`src/core/spc_pkg.sv`:
```
// Register map, field layout, timing and carrier types of synth control
// How it works
// - Lane rate is twenty times DAC rate over interpolation, times M over L.
// - Byte rate is one tenth of the lane rate, from 8b/10b coding.
// - Processing clock rate is one quarter of the byte rate.
// - Frame rate is the byte rate divided by F octets per frame per lane.
// - Frames per processing clock is four divided by F.
// - Synthesizer reference rate is one fortieth of the lane rate.
// - Divider code 2 divides by 1, code 1 by 2, code 0 by 4.
// - Status bit 0 reads 1 while the synthesizer is locked.
// - Status bit 3 reads 1 once calibration has succeeded.
// - Status bit 4 or 5 rises when calibration ends at the band top or foot.
// - A rising edge on control bit 2 starts a new calibration while control bit 0 is set.
`default_nettype none
package spc_pkg;
   localparam int unsigned CLK_MHZ = 100;
   // Band comparator settling time after each band step
   localparam int unsigned SETTLE_NS = 1000;
   localparam int unsigned SETTLE_CYC = (SETTLE_NS * CLK_MHZ + 999) / 1000;
   // Register indices; byte address is four times the index
   localparam logic [9:0] IDX_CTRL = 10'h280;
   localparam logic [9:0] IDX_STS = 10'h281;
   localparam logic [9:0] IDX_LF0 = 10'h284;
   localparam logic [9:0] IDX_CP = 10'h287;
   localparam logic [9:0] IDX_REFDIV = 10'h289;
   localparam logic [9:0] IDX_RATECFG = 10'h2a0;
   localparam logic [9:0] IDX_LANE = 10'h2a1;
   localparam logic [9:0] IDX_BYTE = 10'h2a2;
   localparam logic [9:0] IDX_PCLK = 10'h2a3;
   localparam logic [9:0] IDX_FRAME = 10'h2a4;
   localparam logic [9:0] IDX_IRQSTS = 10'h2a8;
   localparam logic [9:0] IDX_IRQMASK = 10'h2a9;
   // Field positions
   localparam int unsigned CTRL_EN = 0;
   localparam int unsigned CTRL_RECAL = 2;
   localparam int unsigned STS_LOCK = 0;
   localparam int unsigned STS_CALOK = 3;
   localparam int unsigned STS_LIMHI = 4;
   localparam int unsigned STS_LIMLO = 5;
   // Interrupt bits: cal done, limit high, limit low, lock gain, lock loss
   localparam int unsigned NIRQ = 5;
   localparam logic [7:0] REG_RST = 8'h00;
   localparam logic [31:0] RATECFG_RST = 32'h0000_0000;
   localparam logic [5:0] BAND_MID = 6'h20;
   localparam logic [5:0] BAND_MAX = 6'h3f;
   localparam logic [21:0] LANE_MULT = 22'h000014;
   typedef enum {CAL_OFF, CAL_SETTLE, CAL_DECIDE, CAL_DONE, CAL_LIMIT}
      spc_cal_state_t;
   typedef struct packed {
      logic enable;
      logic [1:0] divSelect;
      logic [2:0] refDivideRatio;
      logic [7:0] loopFilter0;
      logic [7:0] loopFilter1;
      logic [7:0] loopFilter2;
      logic [7:0] chargePump;
   } spc_synth_cfg_t;
   typedef struct packed {
      logic [21:0] laneMbps;
      logic [21:0] byteMhz;
      logic [21:0] pclkMhz;
      logic [21:0] frameMhz;
      logic [21:0] refMhz;
      logic [2:0] framePerProcClockRatio;
   } spc_rates_t;
endpackage
`default_nettype wire

```
`src/core/spc_synth_ctrl.sv`:
```
// Synthesizer control, calibration, status and clock-rate block
`timescale 1ns/1ps
`default_nettype none
module spc_synth_ctrl (
   input wire logic sys_clk,
   input wire logic reset_n,
   input wire logic cyc_i,
   input wire logic stb_i,
   input wire logic we_i,
   input wire logic [11:0] adr_i,
   input wire logic [3:0] sel_i,
   input wire logic [31:0] dat_i,
   output logic [31:0] dat_o,
   output logic ack_o,
   input wire logic vcoSlow,
   input wire logic pfdLocked,
   output spc_pkg::spc_synth_cfg_t synthCfg,
   output logic [5:0] vcoBand,
   output spc_pkg::spc_rates_t rates,
   output logic irq
);
   // Divider code to ratio; code 3 treated as divide by 4
   function automatic logic [2:0] divRatio(input logic [1:0] code);
      case (code)
         2'h2: divRatio = 3'h1;
         2'h1: divRatio = 3'h2;
         default: divRatio = 3'h4;
      endcase
   endfunction

   // Byte-lane merge of a write into a stored word
   function automatic logic [31:0] merge(input logic [31:0] old,
      input logic [31:0] nw, input logic [3:0] sel);
      logic [31:0] r;
      r = old;
      for (int i = 0; i < 4; i++)
      begin
         if (sel[i]) r[8*i +: 8] = nw[8*i +: 8];
      end
      merge = r;
   endfunction

   logic ack_q, ack_d;
   logic [31:0] rdat_q, rdat_d;
   logic [7:0] ctrl_q, ctrl_d;
   logic [7:0] lf_q [0:3];
   logic [7:0] lf_d [0:3];
   logic [7:0] refDiv_q, refDiv_d;
   logic [31:0] rateCfg_q, rateCfg_d;
   logic [spc_pkg::NIRQ-1:0] irqSts_q, irqSts_d;
   logic [spc_pkg::NIRQ-1:0] irqMask_q, irqMask_d;
   logic [spc_pkg::NIRQ-1:0] irqClr, events;
   logic [9:0] idx;
   logic wrStb, locked, lockPrev_q, lockPrev_d;
   logic [7:0] stsByte;
   spc_pkg::spc_cal_state_t state_q, state_d;
   logic [5:0] band_q, band_d;
   logic dirUp_q, dirUp_d, first_q, first_d;
   logic [7:0] settle_q, settle_d;
   logic calOk_q, calOk_d, limHi_q, limHi_d, limLo_q, limLo_d;
   logic enPrev_q, recalPrev_q, startCal, want;
   spc_pkg::spc_rates_t rates_d;
   logic [21:0] laneRaw;

   assign idx = adr_i[11:2];
   // Write lands on the edge where ack is seen by the master
   assign wrStb = cyc_i & stb_i & we_i & ack_q;
   assign irqClr = (wrStb && idx == spc_pkg::IDX_IRQSTS && sel_i[0]) ?
      dat_i[spc_pkg::NIRQ-1:0] : '0;
   // Status is live so software always sees the current loop state
   assign locked = ctrl_q[spc_pkg::CTRL_EN] & calOk_q & pfdLocked;
   always_comb
   begin
      stsByte = 8'h00;
      stsByte[spc_pkg::STS_LOCK] = locked;
      stsByte[spc_pkg::STS_CALOK] = calOk_q;
      stsByte[spc_pkg::STS_LIMHI] = limHi_q;
      stsByte[spc_pkg::STS_LIMLO] = limLo_q;
   end

   // Bus slave: ack one cycle after the request, read data staged with it
   always_comb
   begin
      ack_d = cyc_i & stb_i & ~ack_q;
      rdat_d = rdat_q;
      ctrl_d = ctrl_q;
      lf_d = lf_q;
      refDiv_d = refDiv_q;
      rateCfg_d = rateCfg_q;
      irqMask_d = irqMask_q;
      if (ack_d)
      begin
         rdat_d = 32'h0000_0000; // Unmapped reads as zero
         case (idx)
            spc_pkg::IDX_CTRL: rdat_d[7:0] = ctrl_q;
            spc_pkg::IDX_STS: rdat_d[7:0] = stsByte;
            spc_pkg::IDX_REFDIV: rdat_d[7:0] = refDiv_q;
            spc_pkg::IDX_RATECFG: rdat_d = rateCfg_q;
            spc_pkg::IDX_LANE: rdat_d[21:0] = rates.laneMbps;
            spc_pkg::IDX_BYTE: rdat_d[21:0] = rates.byteMhz;
            spc_pkg::IDX_PCLK: rdat_d[21:0] = rates.pclkMhz;
            spc_pkg::IDX_FRAME: rdat_d = {5'h00,
               rates.framePerProcClockRatio, 2'h0, rates.frameMhz};
            spc_pkg::IDX_IRQSTS: rdat_d[spc_pkg::NIRQ-1:0] = irqSts_q;
            spc_pkg::IDX_IRQMASK: rdat_d[spc_pkg::NIRQ-1:0] = irqMask_q;
            default:
            begin
               if (idx >= spc_pkg::IDX_LF0 && idx <= spc_pkg::IDX_CP)
                  rdat_d[7:0] = lf_q[idx[1:0]];
            end
         endcase
      end
      if (wrStb)
      begin
         case (idx)
            spc_pkg::IDX_CTRL: ctrl_d = 8'(merge({24'h0, ctrl_q}, dat_i,
               sel_i));
            spc_pkg::IDX_REFDIV: refDiv_d = 8'(merge({24'h0, refDiv_q},
               dat_i, sel_i));
            spc_pkg::IDX_RATECFG: rateCfg_d = merge(rateCfg_q, dat_i, sel_i);
            spc_pkg::IDX_IRQMASK:
               irqMask_d = 5'(merge({27'h0, irqMask_q}, dat_i, sel_i));
            default:
            begin
               if (idx >= spc_pkg::IDX_LF0 && idx <= spc_pkg::IDX_CP)
                  lf_d[idx[1:0]] = 8'(merge({24'h0, lf_q[idx[1:0]]}, dat_i,
                     sel_i));
            end
         endcase
      end
   end

   always_ff @(posedge sys_clk)
   begin
      if (!reset_n)
      begin
         ack_q <= 1'b0;
         rdat_q <= 32'h0000_0000;
         ctrl_q <= spc_pkg::REG_RST;
         lf_q <= '{default: spc_pkg::REG_RST};
         refDiv_q <= spc_pkg::REG_RST;
         rateCfg_q <= spc_pkg::RATECFG_RST;
         irqMask_q <= '0;
      end
      else
      begin
         ack_q <= ack_d;
         rdat_q <= rdat_d;
         ctrl_q <= ctrl_d;
         lf_q <= lf_d;
         refDiv_q <= refDiv_d;
         rateCfg_q <= rateCfg_d;
         irqMask_q <= irqMask_d;
      end
   end
   assign ack_o = ack_q;
   assign dat_o = rdat_q;

   // Calibration starts on enable or on a recal rising edge while enabled
   assign startCal = ctrl_q[spc_pkg::CTRL_EN] & (~enPrev_q |
      (ctrl_q[spc_pkg::CTRL_RECAL] & ~recalPrev_q));
   assign want = first_q ? vcoSlow : dirUp_q;
   // Band search: walk one step at a time toward the comparator flip
   always_comb
   begin
      state_d = state_q;
      band_d = band_q;
      dirUp_d = dirUp_q;
      first_d = first_q;
      settle_d = settle_q;
      calOk_d = calOk_q;
      limHi_d = limHi_q;
      limLo_d = limLo_q;
      case (state_q)
         spc_pkg::CAL_SETTLE:
         begin
            if (settle_q == 8'h00) state_d = spc_pkg::CAL_DECIDE;
            else settle_d = settle_q - 8'h01;
         end
         spc_pkg::CAL_DECIDE:
         begin
            first_d = 1'b0;
            dirUp_d = want;
            settle_d = 8'(spc_pkg::SETTLE_CYC - 1);
            state_d = spc_pkg::CAL_SETTLE;
            if (!first_q && vcoSlow != dirUp_q)
            begin
               calOk_d = 1'b1;
               state_d = spc_pkg::CAL_DONE;
            end
            else if (want && band_q == spc_pkg::BAND_MAX)
            begin
               limHi_d = 1'b1;
               state_d = spc_pkg::CAL_LIMIT;
            end
            else if (!want && band_q == 6'h00)
            begin
               limLo_d = 1'b1;
               state_d = spc_pkg::CAL_LIMIT;
            end
            else if (want) band_d = band_q + 6'h01;
            else band_d = band_q - 6'h01;
         end
         spc_pkg::CAL_OFF, spc_pkg::CAL_DONE, spc_pkg::CAL_LIMIT: ;
         default: state_d = spc_pkg::CAL_OFF;
      endcase
      if (startCal)
      begin
         state_d = spc_pkg::CAL_SETTLE;
         band_d = spc_pkg::BAND_MID;
         first_d = 1'b1;
         settle_d = 8'(spc_pkg::SETTLE_CYC - 1);
         {calOk_d, limHi_d, limLo_d} = 3'b000;
      end
      if (!ctrl_q[spc_pkg::CTRL_EN])
      begin
         state_d = spc_pkg::CAL_OFF;
         {calOk_d, limHi_d, limLo_d} = 3'b000;
      end
   end

   always_ff @(posedge sys_clk)
   begin
      if (!reset_n)
      begin
         state_q <= spc_pkg::CAL_OFF;
         band_q <= spc_pkg::BAND_MID;
         {dirUp_q, first_q, calOk_q, limHi_q, limLo_q} <= 5'b00000;
         settle_q <= 8'h00;
         enPrev_q <= 1'b0;
         recalPrev_q <= 1'b0;
      end
      else
      begin
         state_q <= state_d;
         band_q <= band_d;
         {dirUp_q, first_q, calOk_q, limHi_q, limLo_q} <=
            {dirUp_d, first_d, calOk_d, limHi_d, limLo_d};
         settle_q <= settle_d;
         enPrev_q <= ctrl_q[spc_pkg::CTRL_EN];
         recalPrev_q <= ctrl_q[spc_pkg::CTRL_RECAL];
      end
   end
   assign vcoBand = band_q;

   // Sticky events; a new event beats a same-cycle write-one clear
   assign events = {~locked & lockPrev_q, locked & ~lockPrev_q,
      limLo_d & ~limLo_q, limHi_d & ~limHi_q, calOk_d & ~calOk_q};
   always_comb
   begin
      irqSts_d = (irqSts_q & ~irqClr) | events;
      lockPrev_d = locked;
   end
   always_ff @(posedge sys_clk)
   begin
      if (!reset_n)
      begin
         irqSts_q <= '0;
         lockPrev_q <= 1'b0;
      end
      else
      begin
         irqSts_q <= irqSts_d;
         lockPrev_q <= lockPrev_d;
      end
   end
   assign irq = |(irqSts_q & irqMask_q);

   // Rate calculator: cfg [15:0] DAC MHz, [17:16] log2 interp,
   // [18] log2 M, [21:20] log2 L, [24] log2 F; shifts keep the lane rate divider-free
   assign laneRaw = ((22'(rateCfg_q[15:0]) * spc_pkg::LANE_MULT) <<
      rateCfg_q[18]) >> (3'(rateCfg_q[17:16]) + 3'(rateCfg_q[21:20]));
   always_comb
   begin
      rates_d.laneMbps = laneRaw;
      rates_d.byteMhz = laneRaw / 22'd10;
      rates_d.pclkMhz = laneRaw / 22'd40;
      rates_d.refMhz = laneRaw / 22'd40;
      rates_d.frameMhz = (laneRaw / 22'd10) >> rateCfg_q[24];
      rates_d.framePerProcClockRatio = 3'h4 >> rateCfg_q[24];
   end
   always_ff @(posedge sys_clk)
   begin
      if (!reset_n) rates <= '0;
      else rates <= rates_d;
   end

   // Configuration handed to the analog loop, registered
   always_ff @(posedge sys_clk)
   begin
      if (!reset_n) synthCfg <= '0;
      else
      begin
         synthCfg.enable <= ctrl_q[spc_pkg::CTRL_EN];
         synthCfg.divSelect <= refDiv_q[1:0];
         synthCfg.refDivideRatio <= divRatio(refDiv_q[1:0]);
         synthCfg.loopFilter0 <= lf_q[0];
         synthCfg.loopFilter1 <= lf_q[1];
         synthCfg.loopFilter2 <= lf_q[2];
         synthCfg.chargePump <= lf_q[3];
      end
   end
endmodule // spc_synth_ctrl
`default_nettype wire

```
`config.mk`:
```
export PLATFORM = sky130hd
export DESIGN_NAME = spc_synth_ctrl
export DESIGN_NICKNAME = d
export VERILOG_FILES = /design/src/core/spc_pkg.sv /design/src/core/spc_synth_ctrl.sv
export SDC_FILE = /design/constraint.sdc
export NUM_CORES = 1
export LEC_CHECK = 0
export ABC_AREA = 1
export BUFFER_PORTS_ARGS = -buffer_cell sky130_fd_sc_hd__buf_2
export CORE_AREA = 8 8 175 177
export DETAILED_ROUTE_END_ITERATION = 10
export DIE_AREA = 0 0 183 185
export PLACE_DENSITY_LB_ADDON = 0.05
export SLEW_MARGIN = 20
export SYNTH_ARGS = -nofsm -noshare
export SYNTH_HDL_FRONTEND = slang
export SYNTH_SLANG_ARGS = --single-unit
export TNS_END_PERCENT = 100
```
`constraint.sdc`:
```
create_clock -name sys_clk -period 8.6 [get_ports sys_clk]
set_clock_uncertainty 0.2 [all_clocks]
set_input_delay 1.29 -clock sys_clk [delete_from_list [all_inputs] [get_ports sys_clk]]
set_output_delay 1.29 -clock sys_clk [all_outputs]
set_load 0.02 [all_outputs]
```
# Word level (Yosys, flattened, before mapping)
# Index checks and enable logic that the tools add are counted.
# totals
reg_bits,305
out_inout_bits,191
# classes
n_bitwise,34
n_addsub,4
n_reduce_logical,35
multipliers,1
n_mux,45
div_mod_pow,2
magnitude_cmp,4
n_eq_ne,23
shifts,4
# ops
op,n
$eq A10 B10 Y1 const B,10
$pmux W32 S3,1
$mux W8,9
$pmux W14 S5,1
$eq A32 B2 Y1 const B,2
$pmux W5 S10,1
$bwmux W32,1
$eq A32 B1 Y1 const B,1
$eq A32 B3 Y1 const B,1
$logic_not A32 Y1,1
$mux W32,1
$pmux W3 S9,1
$reduce_and A3 Y1,8
$div A22 B4 Y22 const B,1
$div A22 B6 Y22 const B,1
$shl A21 B1 Y22,1
$shr A22 B1 Y22,1
$shr A22 B3 Y22,1
$pmux W10 S2,1
$mul A16 B3 Y19 const B,1
$mux W1,19
$bmux W8 S2,1
$demux W8 S2,1
$pmux W8 S2,1
39 further kinds,85

# Logic depth before layout (Yosys ltp)
# depth
ltp_word,11
ltp_mapped,102

# Worst setup path before layout
# No wires, ideal clock.
# synth_path
path_kind,register to register
start,reg rateCfg_q[1]
end,reg rates[25] (netlist bit)
n_path_buf,0
slack_ns,0.425
stages_incl_launch_ff,93
period_less_slack_ns,8.175
arrival_time_ns,7.863
required_ns,8.288
cell_sequence,dfxtp_1 > ha_1 > ha_1 > inv_1 > fa_1 > inv_1 > nand2_1 > nand3_2 > nand2_1 > nand2_1 > nand2_1 > nand3_1 > nand2_1 > nand2_2 > nand3_2 > inv_2 > o21ai_1 > o211ai_1 > (+57 left out) > nand2_1 > nand2_2 > nand2_2 > nand2_2 > nand2_4 > nand2_2 > nand2_2 > inv_1 > ha_1 > inv_1 > nor2_1 > nand2_2 > nand3b_1 > nand3_1 > nor2_1 > nand2_1 > nand2_1 > nand2_1
# synth_via
elab_chain_cells,5
# synth_lines
item,line_no,source
start: declaration,spc_synth_ctrl.sv:49,"logic [31:0] rateCfg_q, rateCfg_d;"
start signal: assignment,spc_synth_ctrl.sv:142,rateCfg_q <= spc_pkg::RATECFG_RST;
start signal: assignment,spc_synth_ctrl.sv:152,rateCfg_q <= rateCfg_d;
$mul A16 B3 Y19,spc_synth_ctrl.sv:271,assign laneRaw = ((22'(rateCfg_q[15:0]) * spc_pkg::LANE_MULT) <<
$shl A21 B1 Y22,spc_synth_ctrl.sv:271,
$shr A22 B3 Y22,spc_synth_ctrl.sv:271,
$div A22 B4 Y22,spc_synth_ctrl.sv:279,rates_d.frameMhz = (laneRaw / 22'd10) >> rateCfg_q[24];
$shr A22 B1 Y22,spc_synth_ctrl.sv:279,
end signal: assignment,spc_synth_ctrl.sv:285,else rates <= rates_d;
end: declaration,spc_synth_ctrl.sv:19,"output spc_pkg::spc_rates_t rates,"
# Every way passes these cells.
# A chain may end at the register's enable or synchronous reset.

# Final worst setup path
# layout_path
start,reg rateCfg_q[3]
end,reg rates[25] (netlist bit)
# Same word-level chain as after synthesis.

==> reports/qor.yml <==
logic_synthesis:
  synth_most_common_cell: "nand2_1"
  synth_seq_cells: 264
  ys_top_cells_by_area: "dfxtp_1, nand2_1, inv_1"
  synth_xor_area_share_pct: 1.26
  synth_top_area_share_pct: 38.0
  synth_edf_count: 0
  synthMuxAreaShare_pct: 0.0719
  netlist-cell-type-count: 55
  ys_seq_area_share_pct: 38.0
  synth_compound_area_share_pct: 18.6
  synth_common_cells: "nand2_1, inv_1, dfxtp_1"
  synth-simple-area-share_pct: 26.2
  synthArstFlopShare_pct: 0
  synthFlopType: "dfxtp_1"
  postSynthCellCount: 1981
  synth_top_area_cell: "dfxtp_1"
  synth.avg_cell_area_um2: 7.02
  synth_top_family_by_area: "simple AND/OR/NAND/NOR gates"
  netlist_area_mm2: 0.0139
  ys_warn_count: 0
  synthAdderAreaFrac_pct: 3.94
timing:
  finalSetupViolations: 4
  tightest_slew_ns: 1.15
  slew_viol_final: 0
  slew_headroom_pct: 22.8
  fin_crit_sh_pct: 104
  max_freq_ghz: 0.112
  setup_ws_ns: -0.310
  rsz0062_at_grt: "true"
  setup_tns_ns: -0.689
  fin_crit_ns: 8.91
  hold_viol: 0
setup_path:
  critPathKind: "reg -> reg"
  slowest_stage: "dfxtp_4"
  reg2reg_slack_ns: -0.31
  critical_path.max_fanout: 6
  arrival_ns: 9.17
  r2r-start: "rateCfg_q[3]"
  r2r_cells: 92
  rr_endpoint: "rates[25]"
  cp-end-kind: "flip-flop"
  path_buf_inv: 17
  cpMostUsedCell: "nand2_4"
  cp_top_family: "simple AND/OR/NAND/NOR gates"
  slowest_delay_ns: 0.37
  start_kind: "flip-flop"
  required_ns: 8.86
place:
  placed_area_mm2: 0.0161
  place_inst: 2636
  pre_cts_ws_ns: -0.548
  port_buffers: 226
  routabilityCongestion: 0.941
  dp_hpwl_um: 35400
min_path:
  whs_path_depth: 2
  worstHoldEndpoint: "synthCfg[27]"
  min_path_type: "reg -> reg"
  min-delay-start: "lf_q[27]"
clock_tree:
  cts-buffers-inserted: 29
  cts_tree: "done"
  cts_max_level: 1
  cts_buffer_depth: 3
  clk_latency_ns: 0.57
  cts.sink_count: 264
  cts.clk_slew.worst_paths_ns: 0.07
  clockRootBuffer: "clkbuf_16"
  cts_hold_buf: 0
cells_and_area:
  diodes: 0
  nFillCells: 2502
  finalInstanceArea_mm2: 0.0186
  finalNonFillerCells: 2730
  areaGrowthSynthToFinish_pct: 33.8
  drive_gt1_share_pct: 31.8
  nNetsFinal: 2421
outcome:
  violations: "setup timing"
  status: "complete, but fails checks"
global_routing:
  antenna_found_initial: 0
  grt_use_total_pct: 27.3
  grt_max_degree: 83
  grt_overflow_total: 0
  grt_pass1_wl_um: 74100
  grt_pass1_vias: 14123
die:
  io_pins: 246
  rows: 62
  die_area_mm2: 0.0339
  die_h_um: 185
  fp.dieW_um: 183
  start_util_pct: 49.5
  fp.coreArea_mm2: 0.0281
power:
  irDropWorstVdd_uv: 168
  p_total_uw: 2710
  p_leak_uw: 0.00941
  power.density_mw_per_mm2: 146
routing:
  totalWireLength_um: 48200
  post_drt_via_cell_ratio: 5.26
  drtAntennaViolNets: 0
  wl_per_cell_um: 17.6
  drt-initial-drc-count: 1118
  vias: 14347
  first_pass_iters: 5
  drcViolationCount: 0
job:
  cap_violations: 0
[through the flow]
stage               util [%]  hold slack, ns
floorplan                  -           0.207
global placement        57.3           0.213
detailed placement      57.3           0.221
CTS                     63.5           0.229
global route            66.3           0.241
finish                  66.3           0.227
[cell type report]
| class | instances | area [um2] | area share, % |
|---|---|---|---|
| Tap cell | 384 | 480 | 2.58 |
| Inverter | 309 | 1180 | 6.35 |
| Multi-Input combinational cell | 1325 | 8140 | 43.7 |
| Clock inverter | 17 | 259 | 1.39 |
| Clock buffer | 36 | 812 | 4.36 |
| Sequential cell | 264 | 5300 | 28.5 |
| Timing Repair Buffer | 395 | 2440 | 13.1 |
[registers in the layout, summed over array words and instances (netlist names), 3 cells and up]
name and count:
lf_q 32, refDiv_q 8, rateCfg_q 32, state_q 3
settle_q 8, synthCfg 38, ctrl_q 8, dat_o 32
rates 79, irqSts_q 5, irqMask_q 5, vcoBand 6
[worst max path at each step]
stage	start	endpoint	slack [ns]	depth (start not counted)
3_3_place_gp	rateCfg_q[3]	rates[25]	-0.32	85
6_report	rateCfg_q[3]	rates[25]	-0.31	92
5_1_grt	rateCfg_q[3]	rates[25]	-0.94	90
3_5_place_dp	rateCfg_q[3]	rates[25]	-0.55	89
4_1_cts	rateCfg_q[3]	rates[25]	-0.26	86
2_1_floorplan	rateCfg_q[1]	rates[25]	0.42	92
[tightest hold or removal path, delay by kind of cell, from the launching register on]
kind	cells	cell delay, ns
buffers and inverters	1	0.03
and+or+nand+nor	1	0.05
DFF	1	0.31
[layout by cell type, fill, tap and decap left out, types with 13 or more instances in the layout]
cell         n
nand2_1    358
inv_1      262
dfxtp_1    252
buf_2      225
buf_4      164
nor2_1     154
o21ai_0    148
a21oi_1    129
nand2_2     72
nand3_1     59
nand2_4     48
inv_2       33
nand3_2     33
clkbuf_16   29
a221oi_1    25
nand3_4     23
ha_4        22
nand4_1     21
a211oi_1    18
o21a_1      17
conb_1      17
ha_1        16
o22ai_1     14
a22o_1      13
[per-layer routing]
metal	track usage [%]	routed length, um
met3	4.75	3480
met4	12.2	2130
met5	0	0
met1	32.8	20000
met2	47.2	22600
[cells by family (layout without fill, tap and decap cells)]
logic type | Yosys count | in the layout
other cells | 1 | 17
fa+ha+maj | 42 | 42
buf+inv | 408 | 757
compound gates | 436 | 436
simple gates | 809 | 809
mux | 1 | 1
flops | 264 | 264
xor+xnor | 20 | 20
[what timing repair did]
action / 4_1_cts / 5_1_grt
endpoints found under the setup margin: 4 / 10
buffers inserted: 21 / 21
pin swaps: 55 / 83
resized for setup: 120 / 133
[power breakdown]
part	switching (uW)	internal (uW)
Combinational	80.0	26.2
Sequential	3.59	1230
Clock	522	851
Total	605	2100
(Power assumes the default switching activity.)
